<file path="src/core/iref_pkg.sv">
// Purpose : Shared constants for the interrupt enable and error flag block
// Assumes : 32-bit classic Wishbone, word aligned registers
// Notes   : Register indices are multiplied by four for the byte address
`default_nettype none

package iref_pkg;

   // ****************************************************************
   // Register indices and byte addresses
   // ****************************************************************
   localparam logic [7:0] IREF_IDX_ENABLE_TWO = 8'h09;
   localparam logic [7:0] IREF_IDX_ERROR      = 8'h0A;
   localparam logic [7:0] IREF_IDX_CONTROL    = 8'h0C;
   localparam logic [7:0] IREF_IDX_COLL_POS   = 8'h0D;
   localparam int         IREF_ADDR_W         = 8;
   localparam logic [7:0] IREF_ADDR_ENABLE_TWO = 8'(IREF_IDX_ENABLE_TWO * 4);
   localparam logic [7:0] IREF_ADDR_ERROR      = 8'(IREF_IDX_ERROR * 4);
   localparam logic [7:0] IREF_ADDR_CONTROL    = 8'(IREF_IDX_CONTROL * 4);
   localparam logic [7:0] IREF_ADDR_COLL_POS   = 8'(IREF_IDX_COLL_POS * 4);

   // ****************************************************************
   // Enable register fields
   // ****************************************************************
   localparam int IREF_EN_PIN_DRIVE   = 7;
   localparam int IREF_EN_PIN_GATE    = 6;
   localparam int IREF_EN_CARD_DETECT = 5;
   localparam int IREF_EN_TIMER_HI    = 4;
   localparam int IREF_EN_TIMER_LO    = 0;
   localparam int IREF_TIMER_COUNT    = 5;

   // ****************************************************************
   // Error register fields
   // ****************************************************************
   localparam int IREF_ERR_NVM       = 7;
   localparam int IREF_ERR_QWRITE    = 6;
   localparam int IREF_ERR_QOVF      = 5;
   localparam int IREF_ERR_SHORT     = 4;
   localparam int IREF_ERR_EMPTY     = 3;
   localparam int IREF_ERR_COLL      = 2;
   localparam int IREF_ERR_PROTOCOL  = 1;
   localparam int IREF_ERR_INTEGRITY = 0;
   localparam int IREF_ERR_COUNT     = 8;

   // ****************************************************************
   // Control register fields
   // ****************************************************************
   localparam int IREF_CTL_POLARITY  = 0;
   localparam int IREF_CTL_COLL_INTG = 1;
   localparam int IREF_CTL_MULTI     = 2;
   localparam int IREF_CTL_DISTURB   = 3;
   localparam int IREF_CTL_W         = 4;

   // ****************************************************************
   // Reset values and frame limits
   // ****************************************************************
   localparam logic [7:0]  IREF_RST_ENABLE_TWO = 8'h00;
   localparam logic [3:0]  IREF_RST_CONTROL    = 4'h0;
   localparam logic [7:0]  IREF_RST_COLL_POS   = 8'h00;
   localparam logic [15:0] IREF_MIN_FRAME_BITS = 16'h0004;
   localparam logic [15:0] IREF_MIN_EMD_BITS   = 16'h0018;

endpackage : iref_pkg

`default_nettype wire

</file>
<file path="src/core/iref_flag.sv">
// Purpose : One sticky status flag, set wins over clear
// Assumes : Set and clear are single clock pulses on clk_i
// Notes   : Instantiated once per error bit
`default_nettype none

module iref_flag (
   input  wire logic clk_i,
   input  wire logic rst_i,
   input  wire logic set_i,
   input  wire logic clr_i,
   output logic      flag_o
);

   typedef struct packed {
      logic flag;
   } iref_flag_state_t;

   iref_flag_state_t s_q;
   iref_flag_state_t s_d;

   // Set has priority so a coincident event is never lost
   always_comb begin
      s_d = s_q;
      if (set_i) begin
         s_d.flag = 1'b1;
      end else if (clr_i) begin
         s_d.flag = 1'b0;
      end
   end

   // Synchronous reset to zero
   always_ff @(posedge clk_i) begin
      if (rst_i) begin
         s_q <= '0;
      end else begin
         s_q <= s_d;
      end
   end

   assign flag_o = s_q.flag;

endmodule : iref_flag

`default_nettype wire

</file>
<file path="src/core/iref_top.sv">
// Purpose : Second interrupt enable register and contactless error flags
// Assumes : All event inputs come from logic on clk_i, single-cycle pulses
// Notes   : Registers over classic Wishbone, one aligned word each
//
// The Wishbone slave port was left to the implementer.
`default_nettype none

module iref_top
   import iref_pkg::*;
(
   input  wire logic        clk_i,
   input  wire logic        rst_i,
   // Wishbone slave
   input  wire logic        cyc_i,
   input  wire logic        stb_i,
   input  wire logic        we_i,
   input  wire logic [7:0]  adr_i,
   input  wire logic [3:0]  sel_i,
   input  wire logic [31:0] dat_i,
   output logic      [31:0] dat_o,
   output logic             ack_o,
   // Pending requests
   input  wire logic        card_detect_event_i,
   input  wire logic [4:0]  timer_event_i,
   input  wire logic        first_group_pending_i,
   // Command and state reporting
   input  wire logic        nvm_cmd_done_i,
   input  wire logic        nvm_cmd_fault_i,
   input  wire logic        cl_cmd_start_i,
   input  wire logic        receive_start_i,
   input  wire logic        wait_data_entry_i,
   input  wire logic        err_flags_stored_i,
   input  wire logic        crc_sending_i,
   input  wire logic        rx_side_state_i,
   input  wire logic        auth_active_i,
   // Queue side
   input  wire logic        queue_write_i,
   input  wire logic        queue_full_i,
   input  wire logic        queue_empty_i,
   input  wire logic        tx_required_i,
   // Receiver side
   input  wire logic        frame_end_i,
   input  wire logic        frame_sof_valid_i,
   input  wire logic [15:0] frame_bits_i,
   input  wire logic        collision_i,
   input  wire logic        collision_in_eof_i,
   input  wire logic [6:0]  collision_pos_i,
   input  wire logic        collision_pos_ok_i,
   input  wire logic        protocol_cause_i,
   input  wire logic        integrity_cause_i,
   input  wire logic        rx_byte_store_i,
   // Results
   output logic             queue_write_accept_o,
   output logic             rx_byte_commit_o,
   output logic             rx_halt_o,
   output logic             receive_done_event_o,
   output logic             error_event_o,
   output logic             combined_event_o,
   output logic             irq_pin_o,
   output logic             irq_pin_oe_o
);

   // ****************************************************************
   // State
   // ****************************************************************
   typedef struct packed {
      logic                  ack;
      logic [31:0]           dat;
      logic [7:0]            enable_two;
      logic [IREF_CTL_W-1:0] control;
      logic [7:0]            coll_pos;
      logic                  accept;
      logic                  commit;
      logic                  halt;
      logic                  rx_done;
      logic                  err_evt;
      logic                  combined;
      logic                  pin;
      logic                  pin_oe;
   } iref_state_t;

   iref_state_t s_q;
   iref_state_t s_d;

   logic [IREF_ERR_COUNT-1:0] err_set;
   logic [IREF_ERR_COUNT-1:0] err_clr;
   logic [IREF_ERR_COUNT-1:0] err_flags;

   logic bus_req;
   logic bus_wr;
   logic rx_clear;
   logic coll_counted;
   logic short_frame;
   logic emd_short;
   logic combined_now;
   logic error_now;
   logic pin_active;
   logic pin_level;

   // ****************************************************************
   // Error flag storage
   // ****************************************************************
   // One sticky flag per error bit, set beats clear
   for (genvar g = 0; g < IREF_ERR_COUNT; g++) begin : g_flag
      iref_flag u_flag (
         .clk_i  (clk_i),
         .rst_i  (rst_i),
         .set_i  (err_set[g]),
         .clr_i  (err_clr[g]),
         .flag_o (err_flags[g])
      );
   end

   // ****************************************************************
   // Event qualification
   // ****************************************************************
   // Receive-phase clear: plain receive start or transceive wait entry
   assign rx_clear = receive_start_i | wait_data_entry_i;

   // End-of-frame collisions are ignored entirely
   assign coll_counted = collision_i & ~collision_in_eof_i;

   // Frame shorter than the minimum bit count after a valid start
   assign short_frame = frame_end_i & frame_sof_valid_i
                      & (frame_bits_i < IREF_MIN_FRAME_BITS);

   // With disturbance suppression, frames under three bytes also drop
   assign emd_short = s_q.control[IREF_CTL_DISTURB]
                    & (frame_bits_i < IREF_MIN_EMD_BITS);

   // Set conditions for each flag
   always_comb begin
      err_set = '0;
      err_set[IREF_ERR_NVM]    = nvm_cmd_done_i & nvm_cmd_fault_i;
      err_set[IREF_ERR_QWRITE] = queue_write_i
                               & (crc_sending_i | rx_side_state_i
                                  | auth_active_i);
      err_set[IREF_ERR_QOVF]   = queue_write_i & queue_full_i;
      err_set[IREF_ERR_SHORT]  = short_frame;
      err_set[IREF_ERR_EMPTY]  = tx_required_i & queue_empty_i;
      err_set[IREF_ERR_COLL]   = coll_counted;
      err_set[IREF_ERR_PROTOCOL] = protocol_cause_i;
      err_set[IREF_ERR_INTEGRITY] = integrity_cause_i
         | (coll_counted & s_q.control[IREF_CTL_COLL_INTG]);
   end

   // Clear conditions for each flag
   always_comb begin
      err_clr = '0;
      // A clean nvm command completion replaces the earlier result
      err_clr[IREF_ERR_NVM] = nvm_cmd_done_i & ~nvm_cmd_fault_i;
      if (s_q.control[IREF_CTL_MULTI]) begin
         err_clr[IREF_ERR_QWRITE] = err_flags_stored_i;
      end else begin
         err_clr[IREF_ERR_QWRITE] = cl_cmd_start_i;
      end
      err_clr[IREF_ERR_QOVF]      = cl_cmd_start_i;
      err_clr[IREF_ERR_EMPTY]     = cl_cmd_start_i;
      err_clr[IREF_ERR_SHORT]     = rx_clear;
      err_clr[IREF_ERR_COLL]      = rx_clear;
      err_clr[IREF_ERR_PROTOCOL]  = rx_clear;
      err_clr[IREF_ERR_INTEGRITY] = rx_clear;
   end

   // ****************************************************************
   // Interrupt combination
   // ****************************************************************
   // Error request is level, from the flags that count for it
   assign error_now = err_flags[IREF_ERR_QWRITE]
                    | err_flags[IREF_ERR_QOVF]
                    | err_flags[IREF_ERR_PROTOCOL]
                    | err_flags[IREF_ERR_EMPTY]
                    | err_flags[IREF_ERR_INTEGRITY];

   // Any enabled request lights the combined request
   assign combined_now = first_group_pending_i
      | (card_detect_event_i
         & s_q.enable_two[IREF_EN_CARD_DETECT])
      | (|(timer_event_i
           & s_q.enable_two[IREF_EN_TIMER_HI:IREF_EN_TIMER_LO]));

   // Pin is active only when gated through
   assign pin_active = combined_now
                     & s_q.enable_two[IREF_EN_PIN_GATE];

   // Active level low unless the polarity control inverts it
   assign pin_level = pin_active
                    ^ ~s_q.control[IREF_CTL_POLARITY];

   // ****************************************************************
   // Bus decode
   // ****************************************************************
   // Ack drops after one cycle so each access gets exactly one ack
   assign bus_req = cyc_i & stb_i & ~s_q.ack;
   assign bus_wr  = bus_req & we_i & sel_i[0];

   // ****************************************************************
   // Next state
   // ****************************************************************
   always_comb begin
      s_d = s_q;

      // Single-cycle answer to every access, mapped or not
      s_d.ack = bus_req;
      s_d.dat = '0;
      if (bus_req && !we_i) begin
         unique case (adr_i)
            IREF_ADDR_ENABLE_TWO: s_d.dat[7:0] = s_q.enable_two;
            IREF_ADDR_ERROR:      s_d.dat[7:0] = err_flags;
            IREF_ADDR_CONTROL:
               s_d.dat[IREF_CTL_W-1:0] = s_q.control;
            IREF_ADDR_COLL_POS:   s_d.dat[7:0] = s_q.coll_pos;
            default:              s_d.dat = '0;
         endcase
      end

      // Only the low byte lane carries register bits
      if (bus_wr) begin
         unique case (adr_i)
            IREF_ADDR_ENABLE_TWO: s_d.enable_two = dat_i[7:0];
            IREF_ADDR_CONTROL:
               s_d.control = dat_i[IREF_CTL_W-1:0];
            default: ;
         endcase
      end

      // Keep the first collision position until the next receive
      if (rx_clear) begin
         s_d.coll_pos = IREF_RST_COLL_POS;
      end else if (coll_counted && !err_flags[IREF_ERR_COLL]) begin
         s_d.coll_pos = {collision_pos_ok_i, collision_pos_i};
      end

      // Full queue or a standing overflow discards the write
      s_d.accept = queue_write_i & ~queue_full_i
                 & ~err_flags[IREF_ERR_QOVF];

      // Byte in flight is dropped on a protocol fault
      s_d.commit = rx_byte_store_i & ~protocol_cause_i
                 & ~err_flags[IREF_ERR_PROTOCOL];

      // Reception stops on protocol faults, never on integrity ones
      s_d.halt = protocol_cause_i;

      // Short frames give no receive-done, decoder keeps listening
      s_d.rx_done = frame_end_i & ~short_frame & ~emd_short;

      s_d.err_evt  = error_now;
      s_d.combined = combined_now;

      // Push-pull drives both levels; open-drain only pulls low
      if (s_q.enable_two[IREF_EN_PIN_DRIVE]) begin
         s_d.pin    = pin_level;
         s_d.pin_oe = 1'b1;
      end else begin
         s_d.pin    = 1'b0;
         s_d.pin_oe = ~pin_level;
      end
   end

   // ****************************************************************
   // Registers
   // ****************************************************************
   // All enables and controls come up cleared, pin released
   always_ff @(posedge clk_i) begin
      if (rst_i) begin
         s_q            <= '0;
         s_q.enable_two <= IREF_RST_ENABLE_TWO;
         s_q.control    <= IREF_RST_CONTROL;
         s_q.coll_pos   <= IREF_RST_COLL_POS;
      end else begin
         s_q <= s_d;
      end
   end

   // ****************************************************************
   // Outputs
   // ****************************************************************
   assign dat_o                = s_q.dat;
   assign ack_o                = s_q.ack;
   assign queue_write_accept_o = s_q.accept;
   assign rx_byte_commit_o     = s_q.commit;
   assign rx_halt_o            = s_q.halt;
   assign receive_done_event_o = s_q.rx_done;
   assign error_event_o        = s_q.err_evt;
   assign combined_event_o     = s_q.combined;
   assign irq_pin_o            = s_q.pin;
   assign irq_pin_oe_o         = s_q.pin_oe;

endmodule : iref_top

`default_nettype wire

</file>
<file path="config.mk">
export PLATFORM = sky130hd
export DESIGN_NAME = iref_top
export DESIGN_NICKNAME = d
export VERILOG_FILES = /design/src/core/iref_pkg.sv /design/src/core/iref_flag.sv /design/src/core/iref_top.sv
export SDC_FILE = /design/constraint.sdc
export NUM_CORES = 1
export LEC_CHECK = 0
export BUFFER_PORTS_ARGS = -buffer_cell sky130_fd_sc_hd__buf_2
export CAP_MARGIN = 25
export CORE_MARGIN = 2
export CORE_UTILIZATION = 42
export DETAILED_ROUTE_END_ITERATION = 8
export PLACE_DENSITY = 0.82
export SETUP_SLACK_MARGIN = 0.15
export SYNTH_ARGS = -nofsm -noshare
export SYNTH_HDL_FRONTEND = slang
export SYNTH_SLANG_ARGS = --single-unit
</file>
<file path="constraint.sdc">
create_clock -name clk_i -period 1.6 [get_ports clk_i]
set_clock_uncertainty 0.15 [all_clocks]
set_input_delay 0.08 -clock clk_i [delete_from_list [all_inputs] [get_ports clk_i]]
set_output_delay 0.08 -clock clk_i [all_outputs]
set_load 0.01 [all_outputs]
</file>
==> load_flow_metrics.sql <==
INSERT INTO impl_metrics (metric_group, metric, value, unit) VALUES
('run_status', 'outcome', 'completed', ''),
('final_layout', 'antenna_cells', '0', ''),
('setup_path', 'worst_r2r_path_depth', '4', ''),
('routing', 'wl_per_cell', '13.4', 'microns'),
('setup_path', 'critical_path_required', '1.69', 'ns'),
('timing', 'timing.setup.tns', '0', 'ns'),
('synth', 'yosysTopAreaCell', 'sky130_fd_sc_hd__dfxtp_1', ''),
('hold_path', 'hold_path.class', 'in2reg', ''),
('floorplan', 'core_box_area', '0.00504', 'sq mm'),
('placement', 'globalplace.congestion', '0.837', ''),
('final_layout', 'layout.area.seq', '902', 'sq um'),
('hold_path', 'min_path_cells', '2', ''),
('global_routing', 'antenna_found_initial', '0', ''),
('synth', 'ys_top_cells_by_area', 'sky130_fd_sc_hd__dfxtp_1 (42%), sky130_fd_sc_hd__mux2i_1 (14%), sky130_fd_sc_hd__buf_4 (12%)', ''),
('synth', 'ys_top_cells_by_count', 'sky130_fd_sc_hd__dfxtp_1 (45), sky130_fd_sc_hd__nor2_1 (39), sky130_fd_sc_hd__buf_4 (34), sky130_fd_sc_hd__mux2i_1 (30), sky130_fd_sc_hd__nand2b_1 (11)', ''),
('final_layout', 'largest-register', 's_q', ''),
('timing', 'hold_viol', '0', ''),
('job', 'max-cap-violations', '0', ''),
('floorplan', 'io_pins', '141', ''),
('cts', 'cts_made_buffers', '5', ''),
('cts', 'clk_root_buffer_cell', 'sky130_fd_sc_hd__clkbuf_8', ''),
('cts', 'cts.clk_slew.worst_paths', '0.08', 'ns'),
('placement', 'placement.io_buffers', '87', ''),
('timing', 'setup_ws', '0.156', 'ns'),
('final_layout', 'final.fill_count', '412', ''),
('global_routing', 'global_route_wire_length_before_repair', '8470', 'microns'),
('final_layout', 'largest_register_ffs', '20', ''),
('routing', 'remaining_drc_errors', '0', ''),
('synth', 'synthFlopType', 'sky130_fd_sc_hd__dfxtp_1', ''),
('setup_path', 'largest_fanout_on_the_critical_path', '3', ''),
('power_and_ir_drop', 'power_per_cell_area', '783', 'mW/mm^2'),
('synth', 'synth_warnings', '0', ''),
('cts', 'tritoncts', 'built', ''),
('synth', 'yosysMostFrequentCell', 'sky130_fd_sc_hd__dfxtp_1', ''),
('synth', 'synthArstFlopShare', '0', ''),
('final_layout', 'flow.area_growth_from_synthesis', '49.0', '%'),
('routing', 'routed_via_density', '4.76', ''),
('synth', 'synth_cell_type_count', '39', ''),
('floorplan', 'die_h', '75.9', 'microns'),
('floorplan', 'initial_utilization', '0.430', ''),
('routing', 'pre_repair_dr_iteration_count', '4', ''),
('setup_path', 'startpoint_type', 'flip-flop', ''),
('placement', 'detailed_place_hpwl', '3870', 'microns'),
('global_routing', 'groute.usage.overall', '0.200', ''),
('floorplan', 'die-width', '75.9', 'microns'),
('global_routing', 'gr-total-overflow', '0', ''),
('global_routing', 'grt_max_degree', '28', ''),
('timing', 'unrepaired_setup_endpoints_after_global_routing', 'true', ''),
('power_and_ir_drop', 'ir_worst_vdd', '446', 'uV'),
('synth', 'syn-mean-instance-area', '9.31', 'sq um'),
('synth', 'mappedNetlistArea', '0.00217', 'sq mm'),
('routing', 'drt-initial-drc-count', '92', ''),
('timing', 'final_period_minus_worst_setup_slack', '1.44', 'ns'),
('cts', 'clk-insertion-delay-late', '0.30', 'ns'),
('floorplan', 'dieArea', '0.00575', 'sq mm'),
('final_layout', 'num-nets-final', '468', ''),
('synth', 'synth_largest_type_area_fraction', '0.415', ''),
('final_layout', 'multiInputGateArea', '0.00109', 'sq mm'),
('power_and_ir_drop', 'power.total', '0.00253', 'W'),
('timing', 'timing_max_transition_violations_final', '0', ''),
('routing', 'wire_length_after_detailed_routing', '5880', 'microns'),
('global_routing', 'grt_pass1_vias', '1974', ''),
('setup_path', 'timing.critical_path.arrival', '1.53', 'ns'),
('placement', 'post-place-ws', '0.117', 'ns'),
('cts', 'cts.path.max_buffers', '2', ''),
('floorplan', 'floorplan.rows', '26', ''),
('synth', 'synthCells', '233', ''),
('final_layout', 'layout-drive-gt1-share', '0.304', ''),
('setup_path', 'path_class', 'reg2reg', ''),
('synth', 'synth_enable_flop_cells', '0', ''),
('routing', 'ant_nets', '0', ''),
('setup_path', 'endpoint_kind', 'flip-flop', ''),
('synth', 'synth.ff_latch_count', '45', ''),
('cts', 'cts-htree-levels', '2', ''),
('routing', 'via_count', '2090', ''),
('cts', 'clk_sinks', '45', ''),
('timing', 'finalSetupViolCount', '0', ''),
('timing', 'achievable-frequency', '692', 'MHz'),
('timing', 'holdWs', '0.0204', 'ns'),
('synth', 'synth-seq-area-share', '0.415', ''),
('timing', 'finalCritPeriodShare', '0.903', ''),
('power_and_ir_drop', 'power.leakage', '1.50', 'nW');
==> cell families after synthesis <==
family / Yosys count / share of synthesized area
simple gates: 85 / 0.215
flops: 45 / 0.415
buf+inv: 43 / 0.134
mux: 30 / 0.138
compound gates: 29 / 0.0946
other cells: 1 / 0.00173
==> power breakdown <==
| part | switching (W) | internal [W] |
|---|---|---|
| clock network | 0.000388 | 0.000620 |
| logic | 0.000158 | 0.000207 |
| registers | 0.0000138 | 0.00114 |
==> path summary, 6_finish.rpt <==
path | slack, ns | start | to
hold reg to reg | 0.35 | g_flag[4].u_flag.flag_o | g_flag[4].u_flag.flag_o
setup reg to reg | 0.16 | s_q[21] | irq_pin_o
hold / removal | 0.02 | rst_i | ack_o
setup / recovery | 0.16 | s_q[21] | irq_pin_o
==> per-layer routing <==
| metal | wire [microns] | track usage | vias to the layer above |
|---|---|---|---|
| met2 | 3010 | 0.367 | 94 |
| met5 | 0 | 0 | - |
| met3 | 401 | 0.0463 | 15 |
| li1 | - | - | 1026 |
| met1 | 2310 | 0.213 | 955 |
| met4 | 163 | 0.0955 | 0 |
==> critical path, cell delays in order, from the launching register on <==
cell and delay (ns):
sky130_fd_sc_hd__dfxtp_1 0.34, sky130_fd_sc_hd__a222oi_1 0.31, sky130_fd_sc_hd__and3_1 0.27, sky130_fd_sc_hd__nand2b_4 0.16, sky130_fd_sc_hd__mux2i_1 0.16
==> area by class of cell <==
type	instances	share of cell area
multi-input combinational	168	0.337
timing repair buffer	146	0.313
sequential	45	0.279
tap	70	0.0271
clock buffer	5	0.0213
clock inverter	3	0.0201
inverter	2	0.00232
==> cells in the final DEF (no fill, tap or decap), types with 2 or more instances in the layout <==
cell	count
sky130_fd_sc_hd__nand2_1	8
sky130_fd_sc_hd__o22a_1	4
sky130_fd_sc_hd__clkbuf_8	5
sky130_fd_sc_hd__nor3_1	4
sky130_fd_sc_hd__nor4b_1	2
sky130_fd_sc_hd__nor2b_1	5
sky130_fd_sc_hd__a22oi_1	7
sky130_fd_sc_hd__conb_1	24
sky130_fd_sc_hd__mux2i_1	30
sky130_fd_sc_hd__bufinv_16	2
sky130_fd_sc_hd__nor4_1	2
sky130_fd_sc_hd__and4bb_2	2
sky130_fd_sc_hd__inv_1	2
sky130_fd_sc_hd__a21oi_1	9
sky130_fd_sc_hd__nor2_1	39
sky130_fd_sc_hd__buf_4	6
sky130_fd_sc_hd__dfxtp_1	44
sky130_fd_sc_hd__buf_2	87
sky130_fd_sc_hd__nand2b_1	10
sky130_fd_sc_hd__dlygate4sd3_1	52
==> metrics by stage <==
step	utilization	std cells	instance area, sq um
floorplan	-	256	2250
global placement	0.502	377	2530
detailed placement	0.502	377	2530
CTS	0.635	439	3200
global route	0.641	439	3230
finish	0.641	439	3230
==> timing repair <==
item / in CTS / in global routing
pin swaps: 2 / 3
setup buffers: 2 / 0
endpoints found under the setup margin: 3 / 13
hold buffers: 52 / 1
gates resized for setup: 1 / 5
endpoints found under the hold margin: 32 / 1
(Power assumes the default switching activity.)
